<file path="src/logic/pepmc_cfg.svh">
// constants for the pin event poll mode controller
// How it works
// - sample watched pins once per finished instruction
// - mode 0 stops polling, clears pin configuration, keeps jump slot
// - mode 1 stops polling, keeps configuration
// - mode 2 runs outputs and wait, no jump
// - mode 3 jumps only, then becomes 1
// - mode 4 does all, then becomes 2
// - modes 5,6,7 clear inputs, outputs, both
// - clearing modes keep the previous mode value
// - clearing modes leave output levels untouched
// - modes 8 to 15 latch outputs once triggered
// - outputs defined later act without new mode
// - mode 1 keeps pins as outputs, idle
// - reactivation resumes with retained configuration
// - unlatched outputs follow watched trigger level
// - output update comes before slot jump
// - status bytes visible to running program
// - mode value in low nibble of status
// - per-pin trigger flags, one means triggered
// - flags byte; wait flag cleared by mode
// - any watched pin triggers all outputs
`ifndef PEPMC_CFG_SVH
`define PEPMC_CFG_SVH
`define PEPMC_MODE_RST 4'h0
`define PEPMC_LATCH_BIT 3
`define PEPMC_A_OFF 3'h0
`define PEPMC_A_SAVE 3'h1
`define PEPMC_A_OUT 3'h2
`define PEPMC_A_RUN 3'h3
`define PEPMC_A_BOTH 3'h4
`define PEPMC_A_CLRIN 3'h5
`define PEPMC_A_CLROUT 3'h6
`define PEPMC_A_CLRALL 3'h7
`define PEPMC_F_OUTEN 0
`define PEPMC_F_INDEF 1
`define PEPMC_F_RUNEN 2
`define PEPMC_F_LATCH 3
`define PEPMC_F_TRIG 4
`define PEPMC_F_LATCHED 5
`define PEPMC_F_WAIT 6
`define PEPMC_F_ACTIVE 7
`endif

</file>
<file path="src/logic/pepmc_pkg.sv">
// types for the pin event poll mode controller
`include "pepmc_cfg.svh"
package pepmc_pkg;
    typedef logic [3:0] pepmc_mode_t;
    typedef enum logic [2:0] {
        PEPMC_OFF = `PEPMC_A_OFF,
        PEPMC_SAVE = `PEPMC_A_SAVE,
        PEPMC_OUT = `PEPMC_A_OUT,
        PEPMC_RUN = `PEPMC_A_RUN,
        PEPMC_BOTH = `PEPMC_A_BOTH,
        PEPMC_CLRIN = `PEPMC_A_CLRIN,
        PEPMC_CLROUT = `PEPMC_A_CLROUT,
        PEPMC_CLRALL = `PEPMC_A_CLRALL
    } pepmc_action_t;
endpackage : pepmc_pkg

</file>
<file path="src/logic/pepmc_poll_if.sv">
// carrier between controller, pin matcher and output driver
`timescale 1ns/1ps
`default_nettype none
interface pepmc_poll_if #(parameter int NPIN = 32);
    logic [NPIN-1:0] pin_in;
    logic [NPIN-1:0] watch_mask;
    logic [NPIN-1:0] watch_level;
    logic [NPIN-1:0] match;
    logic any_hit;
    logic [NPIN-1:0] react_mask;
    logic [NPIN-1:0] react_level;
    logic [NPIN-1:0] out_cur;
    logic update;
    logic drive_active;
    logic [NPIN-1:0] out_nxt;
    modport matcher (input pin_in, watch_mask, watch_level,
        output match, any_hit);
    modport driver (input react_mask, react_level, out_cur, update,
        drive_active, output out_nxt);
    modport ctrl (output pin_in, watch_mask, watch_level, react_mask,
        react_level, out_cur, update, drive_active,
        input match, any_hit, out_nxt);
endinterface : pepmc_poll_if
`default_nettype wire

</file>
<file path="src/logic/pepmc_top.sv">
// poll mode controller: configuration, sampling, actions, status
`timescale 1ns/1ps
`default_nettype none
`include "pepmc_cfg.svh"
module pepmc_top #(
    parameter int NPIN = 32,
    parameter int PW = $clog2(NPIN)
) (
    input wire logic clock,
    input wire logic rst_n,
    input wire logic step_done,
    input wire logic [NPIN-1:0] pin_in,
    input wire logic mode_wr,
    input wire pepmc_pkg::pepmc_mode_t mode_val,
    input wire logic watch_wr,
    input wire logic [PW-1:0] watch_pin,
    input wire logic watch_level,
    input wire logic react_wr,
    input wire logic [PW-1:0] react_pin,
    input wire logic react_level,
    input wire logic slot_wr,
    input wire logic [2:0] slot_val,
    output logic [NPIN-1:0] react_out,
    output logic [NPIN-1:0] react_oe,
    output logic jump_req,
    output logic [2:0] jump_slot,
    output logic wait_event,
    output logic [NPIN-1:0] trig_status,
    output logic [7:0] mode_status,
    output logic [7:0] slot_status,
    output logic [7:0] flags_status
);
    import pepmc_pkg::*;

    pepmc_poll_if #(.NPIN(NPIN)) pl ();

    pepmc_match #(.NPIN(NPIN)) u_match (
        .pl(pl.matcher)
    );

    pepmc_drive #(.NPIN(NPIN)) u_drive (
        .pl(pl.driver)
    );

    logic [NPIN-1:0] watch_mask_ff, nxt_watch_mask;
    logic [NPIN-1:0] watch_level_ff, nxt_watch_level;
    logic [NPIN-1:0] react_mask_ff, nxt_react_mask;
    logic [NPIN-1:0] react_level_ff, nxt_react_level;
    logic [NPIN-1:0] oe_ff, nxt_oe;
    logic [2:0] slot_ff, nxt_slot;

    pepmc_mode_t mode_ff, nxt_mode;
    logic [NPIN-1:0] out_ff;
    logic [NPIN-1:0] trig_ff, nxt_trig;
    logic trig_state_ff, nxt_trig_state;
    logic latched_ff, nxt_latched;
    logic wait_ff, nxt_wait;
    logic jump_pend_ff, nxt_jump_pend;
    logic jump_ff, nxt_jump;
    logic [7:0] flags_ff, nxt_flags;

    pepmc_action_t wr_act;
    pepmc_action_t cur_act;
    logic wr_clear;
    logic active;
    logic out_en;
    logic run_en;
    logic latch_on;
    logic sample;

    assign wr_act = pepmc_action_t'(mode_val[2:0]);
    assign cur_act = pepmc_action_t'(mode_ff[2:0]);
    assign wr_clear = mode_wr && (wr_act == PEPMC_CLRIN ||
        wr_act == PEPMC_CLROUT || wr_act == PEPMC_CLRALL);
    // decode of the mode in force; bit 3 only selects latching
    assign active = cur_act == PEPMC_OUT || cur_act == PEPMC_RUN ||
        cur_act == PEPMC_BOTH;
    assign out_en = cur_act == PEPMC_OUT || cur_act == PEPMC_BOTH;
    assign run_en = cur_act == PEPMC_RUN || cur_act == PEPMC_BOTH;
    assign latch_on = mode_ff[`PEPMC_LATCH_BIT];
    // polling looks only between instructions, never mid-command
    assign sample = step_done && active;

    assign pl.pin_in = pin_in;
    assign pl.watch_mask = watch_mask_ff;
    assign pl.watch_level = watch_level_ff;
    assign pl.react_mask = react_mask_ff;
    assign pl.react_level = react_level_ff;
    assign pl.out_cur = out_ff;
    assign pl.update = sample && out_en;
    assign pl.drive_active = pl.any_hit || nxt_latched;

    always_comb begin
        nxt_watch_mask = watch_mask_ff;
        nxt_watch_level = watch_level_ff;
        nxt_react_mask = react_mask_ff;
        nxt_react_level = react_level_ff;
        nxt_oe = oe_ff;
        nxt_slot = slot_ff;
        // a clear in the same cycle as a define wins
        if (watch_wr) begin
            nxt_watch_mask[watch_pin] = 1'b1;
            nxt_watch_level[watch_pin] = watch_level;
        end
        if (react_wr) begin
            nxt_react_mask[react_pin] = 1'b1;
            nxt_react_level[react_pin] = react_level;
            nxt_oe[react_pin] = 1'b1;
        end
        if (slot_wr) begin
            nxt_slot = slot_val;
        end
        if (mode_wr) begin
            case (wr_act)
                PEPMC_OFF: begin
                    nxt_watch_mask = '0;
                    nxt_watch_level = '0;
                    nxt_react_mask = '0;
                    nxt_react_level = '0;
                    nxt_oe = '0;
                end
                PEPMC_CLRIN: begin
                    nxt_watch_mask = '0;
                    nxt_watch_level = '0;
                end
                PEPMC_CLROUT: begin
                    // pins keep driving their present level
                    nxt_react_mask = '0;
                    nxt_react_level = '0;
                end
                PEPMC_CLRALL: begin
                    nxt_watch_mask = '0;
                    nxt_watch_level = '0;
                    nxt_react_mask = '0;
                    nxt_react_level = '0;
                end
                default: begin
                    // mode 1 and the active modes keep it all
                    nxt_watch_mask = nxt_watch_mask;
                end
            endcase
        end
    end

    always_ff @(posedge clock) begin
        if (!rst_n) begin
            watch_mask_ff <= '0;
            watch_level_ff <= '0;
            react_mask_ff <= '0;
            react_level_ff <= '0;
            oe_ff <= '0;
            slot_ff <= 3'h0;
        end else begin
            watch_mask_ff <= nxt_watch_mask;
            watch_level_ff <= nxt_watch_level;
            react_mask_ff <= nxt_react_mask;
            react_level_ff <= nxt_react_level;
            oe_ff <= nxt_oe;
            slot_ff <= nxt_slot;
        end
    end

    always_comb begin
        nxt_mode = mode_ff;
        nxt_trig = trig_ff;
        nxt_trig_state = trig_state_ff;
        nxt_latched = latched_ff;
        nxt_wait = wait_ff;
        nxt_jump_pend = 1'b0;
        nxt_jump = 1'b0;
        // one cycle after the output update the jump fires
        if (jump_pend_ff) begin
            nxt_jump = 1'b1;
            if (cur_act == PEPMC_RUN) begin
                nxt_mode = {mode_ff[3], `PEPMC_A_SAVE};
            end else if (cur_act == PEPMC_BOTH) begin
                nxt_mode = {mode_ff[3], `PEPMC_A_OUT};
            end
        end
        if (mode_wr && !wr_clear) begin
            nxt_mode = mode_val;
            nxt_trig = '0;
            nxt_trig_state = 1'b0;
            nxt_latched = 1'b0;
        end
        // the wait flag goes away only on a mode command
        if (mode_wr) begin
            nxt_wait = 1'b0;
        end
        if (sample) begin
            nxt_trig = latch_on ? (trig_ff | pl.match) : pl.match;
            nxt_trig_state = pl.any_hit;
            if (out_en && latch_on && pl.any_hit) begin
                nxt_latched = 1'b1;
            end
            if (out_en && pl.any_hit) begin
                nxt_wait = 1'b1;
            end
            // pending guard keeps the one-shot from firing twice
            if (run_en && pl.any_hit && !jump_pend_ff) begin
                nxt_jump_pend = 1'b1;
            end
        end
        nxt_flags = 8'h00;
        nxt_flags[`PEPMC_F_OUTEN] = nxt_mode[2:0] == `PEPMC_A_OUT ||
            nxt_mode[2:0] == `PEPMC_A_BOTH;
        nxt_flags[`PEPMC_F_INDEF] = |nxt_watch_mask;
        nxt_flags[`PEPMC_F_RUNEN] = nxt_mode[2:0] == `PEPMC_A_RUN ||
            nxt_mode[2:0] == `PEPMC_A_BOTH;
        nxt_flags[`PEPMC_F_LATCH] = nxt_mode[`PEPMC_LATCH_BIT];
        nxt_flags[`PEPMC_F_TRIG] = nxt_trig_state;
        nxt_flags[`PEPMC_F_LATCHED] = nxt_latched;
        nxt_flags[`PEPMC_F_WAIT] = nxt_wait;
        nxt_flags[`PEPMC_F_ACTIVE] = nxt_flags[`PEPMC_F_OUTEN] ||
            nxt_flags[`PEPMC_F_RUNEN];
    end

    always_ff @(posedge clock) begin
        if (!rst_n) begin
            mode_ff <= `PEPMC_MODE_RST;
            out_ff <= '0;
            trig_ff <= '0;
            trig_state_ff <= 1'b0;
            latched_ff <= 1'b0;
            wait_ff <= 1'b0;
            jump_pend_ff <= 1'b0;
            jump_ff <= 1'b0;
            flags_ff <= 8'h00;
        end else begin
            mode_ff <= nxt_mode;
            out_ff <= pl.out_nxt;
            trig_ff <= nxt_trig;
            trig_state_ff <= nxt_trig_state;
            latched_ff <= nxt_latched;
            wait_ff <= nxt_wait;
            jump_pend_ff <= nxt_jump_pend;
            jump_ff <= nxt_jump;
            flags_ff <= nxt_flags;
        end
    end

    // status is a direct register view, no read side effects
    assign react_out = out_ff;
    assign react_oe = oe_ff;
    assign jump_req = jump_ff;
    assign jump_slot = slot_ff;
    assign wait_event = wait_ff;
    assign trig_status = trig_ff;
    assign mode_status = {4'h0, mode_ff};
    assign slot_status = {5'h0, slot_ff};
    assign flags_status = flags_ff;
endmodule : pepmc_top
`default_nettype wire

</file>
<file path="src/logic/pepmc_match.sv">
// per-pin trigger detection on watched inputs
`timescale 1ns/1ps
`default_nettype none
module pepmc_match #(
    parameter int NPIN = 32
) (
    pepmc_poll_if.matcher pl
);
    import pepmc_pkg::*;
    genvar i;
    generate
        for (i = 0; i < NPIN; i++) begin : g_pin
            // only defined pins may report a hit
            assign pl.match[i] = pl.watch_mask[i] &
                ~(pl.pin_in[i] ^ pl.watch_level[i]);
        end
    endgenerate
    // any watched pin fires all outputs
    assign pl.any_hit = |pl.match;
endmodule : pepmc_match
`default_nettype wire

</file>
<file path="src/logic/pepmc_drive.sv">
// next level of each reacting output pin
`timescale 1ns/1ps
`default_nettype none
module pepmc_drive #(
    parameter int NPIN = 32
) (
    pepmc_poll_if.driver pl
);
    import pepmc_pkg::*;
    genvar i;
    generate
        for (i = 0; i < NPIN; i++) begin : g_pin
            // unconfigured pins hold their level
            assign pl.out_nxt[i] = (pl.update && pl.react_mask[i]) ?
                (pl.drive_active ? pl.react_level[i] :
                ~pl.react_level[i]) : pl.out_cur[i];
        end
    endgenerate
endmodule : pepmc_drive
`default_nettype wire

</file>
<file path="config.mk">
export PLATFORM = sky130hd
export DESIGN_NAME = pepmc_top
export DESIGN_NICKNAME = d
export VERILOG_FILES = /design/src/logic/pepmc_pkg.sv /design/src/logic/pepmc_poll_if.sv /design/src/logic/pepmc_top.sv /design/src/logic/pepmc_match.sv /design/src/logic/pepmc_drive.sv
export VERILOG_INCLUDE_DIRS = /design/src /design/src/logic
export SDC_FILE = /design/constraint.sdc
export NUM_CORES = 1
export LEC_CHECK = 0
export ABC_AREA = 1
export ABC_CLOCK_PERIOD_IN_PS = 1600
export BUFFER_PORTS_ARGS = -buffer_cell sky130_fd_sc_hd__clkbuf_2
export CAP_MARGIN = 20
export CORE_MARGIN = 3
export CORE_UTILIZATION = 40
export CTS_BUF_LIST = sky130_fd_sc_hd__clkbuf_16
export CTS_CLUSTER_SIZE = 25
export DETAILED_ROUTE_END_ITERATION = 7
export MAX_ROUTING_LAYER = met4
export SYNTH_ARGS = -nofsm -noshare
export SYNTH_HDL_FRONTEND = slang
export SYNTH_SLANG_ARGS = --single-unit
</file>
<file path="constraint.sdc">
create_clock -name clock -period 1.6 [get_ports clock]
set_clock_uncertainty 0.15 [all_clocks]
set_input_delay 0.16 -clock clock [delete_from_list [all_inputs] [get_ports clock]]
set_output_delay 0.16 -clock clock [all_outputs]
set_load 0.02 [all_outputs]
</file>
Yosys cells after proc, flatten, opt, wreduce, memory -nomap -nowiden
Cells that the tools add are included.

Magnitude comparators: 4. Equality and inequality tests: 9. Mux-type cells: 70. Bitwise logic cells: 132. Reductions and logical operators: 62.

Operator list (count): 32-bit 2-to-1 mux (18); 32-bit bitwise OR (4); 32-bit bitwise mux (2); 1-bit inverter (64); 32-bit OR reduction (2); 1-bit 2-to-1 mux (44); 1-bit logical AND (43); 1-bit bitwise AND (32); 1-bit bitwise XOR (32); 3-bit == test (second input constant) (5); 3-bit by 2-bit == test with 1-bit output (second input constant) (4); 5-bit by 6-bit less-than comparator with 1-bit output (second input constant) (2); 1-bit demux with 5-bit select (2); 5-bit by 1-bit >= comparator with 1-bit output (second input constant) (2); 1-bit logical OR (10); 3-bit 2-to-1 mux (3); 3-bit OR reduction (2); 4-bit 2-to-1 mux (1); 3-bit logical NOT (1); 1-bit logical NOT (2); 2-bit AND reduction (1); 2-bit nonzero test (1).

Flip-flop bits (word level): 244. Bits of input ports: 58. Output and inout bits: 125. Logic and storage cells: 323.

Longest topological paths before layout
Word-level depth: 11. Gate-level depth with buffers: 15. Depth with buffers taken out: 14.

Cells and area by module
From an unflattened synthesis, not the netlist that was laid out.

Cells, all modules: 1596. Area total of the unflattened synthesis: 10628.9 µm².

Modules (own cells, without submodules): pepmc_top (times used 1, cells each 1106, area an instance 8574.5 µm²); pepmc_drive (times used 1, cells each 267, area an instance 1102.3 µm²); pepmc_match (times used 1, cells each 223, area an instance 952.2 µm²).

Least setup slack after synthesis
Ideal clock, no wire load.

Path kind: register to register. From: register mode_ff[1]. To: register out_ff[11] (netlist: react_out[11]). Setup time: 56 ps. Arrival time: 1555 ps. Required time: 1394 ps. Setup slack: -160 ps. Stages on the path, launching flop included: 12. Clock period less this slack: 1760 ps. Path through: dfxtp_1 > inv_1 > nor2_1 > a21oi_1 > nor2_4 > inv_2 > buf_6 > nor2_1 > nor2_1 > nor2_1 > nand2_1 > inv_1.

Cells in the longest elaborated chain, start to end: 8. Elaborated cells on any way between the ends: 15. Those cells by class: eq/ne: 3; mux: 3; reduce/logical: 9.

RTL lines: start, declared (line pepmc_top.sv:52) `pepmc_mode_t mode_ff, nxt_mode;`; start signal, assigned (line pepmc_top.sv:220) `` mode_ff <= `PEPMC_MODE_RST; ``; start signal, assigned (line pepmc_top.sv:230) `mode_ff <= nxt_mode;`; 3-bit by 2-bit == test with 1-bit output / 3-bit == test (equally long branches) (line pepmc_top.sv:76, pepmc_top.sv:78, pepmc_top.sv:77); 1-bit logical OR (line pepmc_top.sv:78) `assign out_en = cur_act == PEPMC_OUT || cur_act == PEPMC_BOTH;`; 1-bit logical AND (2 in a row) (line pepmc_top.sv:193) `if (out_en && latch_on && pl.any_hit) begin`; 1-bit 2-to-1 mux (line pepmc_top.sv:193); 1-bit 2-to-1 mux (line pepmc_top.sv:190) `if (sample) begin`; 1-bit logical OR (line pepmc_top.sv:91) `assign pl.drive_active = pl.any_hit || nxt_latched;`; 1-bit 2-to-1 mux (line pepmc_drive.sv:15) `(pl.drive_active ? pl.react_level[i] :`; end signal, assigned (line pepmc_top.sv:231) `out_ff <= pl.out_nxt;`; end, declared (line pepmc_top.sv:53) `logic [NPIN-1:0] out_ff;`.

Several ways; a longest one is shown, not always the timed one. A chain may end at the register's enable or synchronous reset.

Final worst setup path
From: register watch_level_ff[16] (netlist: pl.watch_level[16]). To: register out_ff[4] (netlist: react_out[4]).

Cells in the longest elaborated chain, start to end: 9.

RTL lines: start, declared (line pepmc_top.sv:46) `logic [NPIN-1:0] watch_level_ff, nxt_watch_level;`; start signal, assigned (line pepmc_top.sv:155) `watch_level_ff <= nxt_watch_level;`; 1-bit bitwise XOR (*) (line pepmc_match.sv:15) `~(pl.pin_in[i] ^ pl.watch_level[i]);`; 1-bit inverter (*) (line pepmc_match.sv:15); 1-bit bitwise AND (*) (line pepmc_match.sv:14) `assign pl.match[i] = pl.watch_mask[i] &`; 32-bit OR reduction (*) (line pepmc_match.sv:19) `assign pl.any_hit = |pl.match;`; 1-bit logical AND (line pepmc_top.sv:193); 1-bit 2-to-1 mux (line pepmc_top.sv:193); 1-bit 2-to-1 mux (line pepmc_top.sv:190); 1-bit logical OR (*) (line pepmc_top.sv:91); 1-bit 2-to-1 mux (*) (line pepmc_drive.sv:15).

Mark *: on every way between the ends. The rest lies on a longest branch, timed or not.

==> results.txt <==
The flow ran to the end, but the final reports show violations. The checks that failed: negative hold slack, negative setup slack. The sum of net half-perimeters after detailed placement came out at 19800 um. The maximum fanout along the worst path is 9. The overall via count from detail_route came out at 9881.

The largest buffer count on any clock path came out at 3. The final count of hold timing violations is 18. The area of the mapped netlist came out at 10200 um2. The via count of the first global-routing pass is 9204. The tightest min-delay check is of the input pin to register type.

The die covers 27400 um2. The type of origin of the critical path is a register. The number of rows created at floorplan is 57.

The library cell occupying the most area in the post-synthesis netlist is sky130_fd_sc_hd__dfxtp_1. The worst setup slack after placement came out at -317 ps. In this run the top signal layer used is met4. The synthesized area per cell is 6.86 um2. The number of top-level pins is 183. The maximum number of pins on one net before global-route repair is 49. Port buffering added 173 buffers.

The total detailed-routing wirelength came out at 29500 um. After routing the design area is 13800 um2. The delay of the slowest critical-path stage came out at 320 ps.

In this run the number of H-tree levels came out at 1. The cell area power density is 957 nW/um2. The arrival time at the worst endpoint is 2210 ps.

The global-route congestion overflow total came out at 0. The count of yosys warnings during synthesis is 0. The wire length of the first global-routing pass came out at 45600 um.

In this run the biggest area consumer among cell types represents 47.2% of the synthesized area. The ratio of cells with drive above 1 in the final layout came out at 28.4%. Setup violations remaining at the end of the flow were counted as 36.

The post-route fraction of the period consumed by the critical path is 118%. The library cells used most frequently in the layout, excluding fill and tap cells, are sky130_fd_sc_hd__nor2_1 (382), sky130_fd_sc_hd__nand2_1 (254), sky130_fd_sc_hd__dfxtp_1 (217). The width of the die is 166 um.

The net count reported at finish came out at 1831. The CTS clock-pin slew for the worst setup and hold paths is 60 ps. The signal on the critical path passes through inv_1 > nand2_1 > nand3_2 > nand2_1 > nor2_1 > nand2_2 > nor2_4 > nand2_4 > a21oi_4 > buf_12 > buf_12 > nand2_1 > nand3_1 > nand2_1 > inv_1. From bottom edge to top edge, the die measures 166 um. The total core area is 24700 um2. By area the synthesized netlist is led by sky130_fd_sc_hd__dfxtp_1 (47%), sky130_fd_sc_hd__nor2_1 (14%), sky130_fd_sc_hd__nand2_1 (10%), sky130_fd_sc_hd__inv_1 (7.5%), sky130_fd_sc_hd__a21oi_1 (5.1%).

The CTS tree is yes. The upper clock frequency limit is 528 MHz. The antenna diode count is 0.

The leading cell type in the layout, fill and taps excluded is sky130_fd_sc_hd__nor2_1. The time the worst path needs with I/O delays and setup is 1890 ps. Before antenna repair, the detailed router went through 5 iterations. The initial standard-cell utilization of the core is 41.3%.

The number of hold buffers added after CTS was 14. The met3 layer wire length in the routed design came out at 1530 um. On the critical path, the stage with the largest delay is an instance of sky130_fd_sc_hd__dfxtp_2. Data on the critical path is required at its endpoint by 1920 ps. The tree is rooted in a sky130_fd_sc_hd__clkbuf_16. The post-detailed-route count of antenna-violating nets came out at 0. In the final routed layout, each cell accounts on average for 13.9 um. The final-layout worst hold slack came out at -100 ps. The routed via count divided by cell count came out at 4.67.

The detailed router finished its first iteration with 489 violations. The worst-skew pair later-pin latency came out at 530 ps. The CTS buffer count came out at 26. The remaining routing DRC violations is 0.

The number of sinks driven by the clock tree is 240. The number of maximum-capacitance constraint violations came out at 0. The worst-case vdd ir drop is 0.711 mV.

The number of distinct library cell variants in the gate-level netlist after synthesis came out at 27. In this run, synthesis inferred 0 flip-flops with an integrated enable. The critical path in this run is classified as register to register.

Once routing completed, OpenROAD measured the worst setup slack at -293 ps. The placement-stage cell area came out at 12200 um2. The met2 layer wire length in the routed design came out at 14100 um. The placer congestion estimate came out at 0.822. The number of max-slew violations in the final report is 0. The total global-route track usage is 21.1%.

The most frequent cell on the critical path is sky130_fd_sc_hd__nand2_1. The total leakage power came out at 6.24 nW. The layout-stage area growth over the synthesis result is 35.5%.

The sequential element share of the synthesized area is 47.2%. The routed metal-1 wire length came out at 13400 um. The initial antenna violation count came out at 0. Counting every instance in the synthesized netlist gives 1484. Setup repair after global routing could not meet its margin everywhere.

The post-synthesis sequential element count is 240. The async set or reset register ratio after synthesis came out at 0%. The endpoint class of the critical path is a register.

In the synthesized netlist the dominant register cell turns out to be sky130_fd_sc_hd__dfxtp_1.
-- Yosys cell counts, types with 4 or more instances --
cell	n
sky130_fd_sc_hd__a211oi_1	13
sky130_fd_sc_hd__a21oi_1	104
sky130_fd_sc_hd__buf_2	17
sky130_fd_sc_hd__buf_4	16
sky130_fd_sc_hd__buf_6	4
sky130_fd_sc_hd__clkbuf_1	26
sky130_fd_sc_hd__dfxtp_1	240
sky130_fd_sc_hd__inv_1	203
sky130_fd_sc_hd__inv_2	8
sky130_fd_sc_hd__nand2_1	278
sky130_fd_sc_hd__nand2_2	11
sky130_fd_sc_hd__nand3_1	69
sky130_fd_sc_hd__nand3_2	15
sky130_fd_sc_hd__nand4_1	8
sky130_fd_sc_hd__nor2_1	392
sky130_fd_sc_hd__nor3_1	9
sky130_fd_sc_hd__o21ai_0	25
sky130_fd_sc_hd__or2_2	32
-- state kept, by name (all words and copies together) (netlist names) --
register	cells
flags_status	8
jump_pend_ff	1
jump_req	1
jump_slot	3
mode_ff	3
pl.react_level	32
pl.react_mask	32
pl.watch_level	32
pl.watch_mask	32
react_oe	32
react_out	32
trig_status	32
-- repair_timing --
item,CTS,global route
gates resized for setup,36,86
pin swaps,17,28
gates cloned,1,6
setup endpoints to repair,40,231
hold endpoints to repair,65,16
buffers inserted,4,12
-- worst paths after layout --
check	start	end	slack (ps)	cells after the start
worst max-delay path	pl.watch_level[16]	react_out[4]	-290	15
worst min-delay path	pin_in[7]	trig_status[7]	-100	5
worst max register to register	pl.watch_level[16]	react_out[4]	-290	15
worst min register to register	pl.react_mask[0]	pl.react_mask[0]	300	2
-- cell families after synthesis --
group	synth area share (%)
flip-flops	47.2
other	0.0368
buffers and inverters	11.2
AND/OR/NAND/NOR	33.6
AO/OA/AOI/OAI	7.95
-- final cells by class --
type | count | area (um2)
timing repair buffer | 316 | 2300
clock buffer | 27 | 676
tap | 324 | 405
fill | 2364 | 10900
clock inverter | 19 | 126
sequential | 240 | 4840
multi-input combinational | 977 | 4660
inverter | 212 | 796
-- worst max-delay path: cells and delay by family, from the launching register on --
kind | cells | cell delay, ps
flip-flops | 1 | 320
buffers and inverters | 4 | 370
AO/OA/AOI/OAI | 1 | 160
AND/OR/NAND/NOR | 10 | 840
-- per-layer routing --
| metal | global-route usage (%) | vias to the layer above |
|---|---|---|
| met5 | - | - |
| met4 | 4.57 | 0 |
| met2 | 35.6 | 255 |
| li1 | - | 5086 |
| met3 | 2.82 | 28 |
| met1 | 27.3 | 4512 |
-- where the power goes --
group / switching (mW) / internal, mW / leakage (nW) / total [mW]
clock: 2.39 / 3.33 / 0.422 / 5.72
combinational: 0.847 / 0.558 / 3.87 / 1.40
sequential: 0.0368 / 6.04 / 1.95 / 6.07
total: 3.27 / 9.93 / 6.24 / 13.2
-- metrics by stage --
stage                     instances  hold WS, ps  TNS, ps  total power [mW]  utilization (%)
after floorplan                1492          108        0              6.86                -
after global placement         2034          240    -9320              7.36             49.3
after detailed placement       2034          251    -9830              7.37             49.3
after CTS                      2099         -134   -10640              13.2             53.9
after global routing           2115        -91.1   -15990              13.7             55.9
final                          2115         -100    -8290              13.2             55.9
Power figures use the tool's default switching activity.
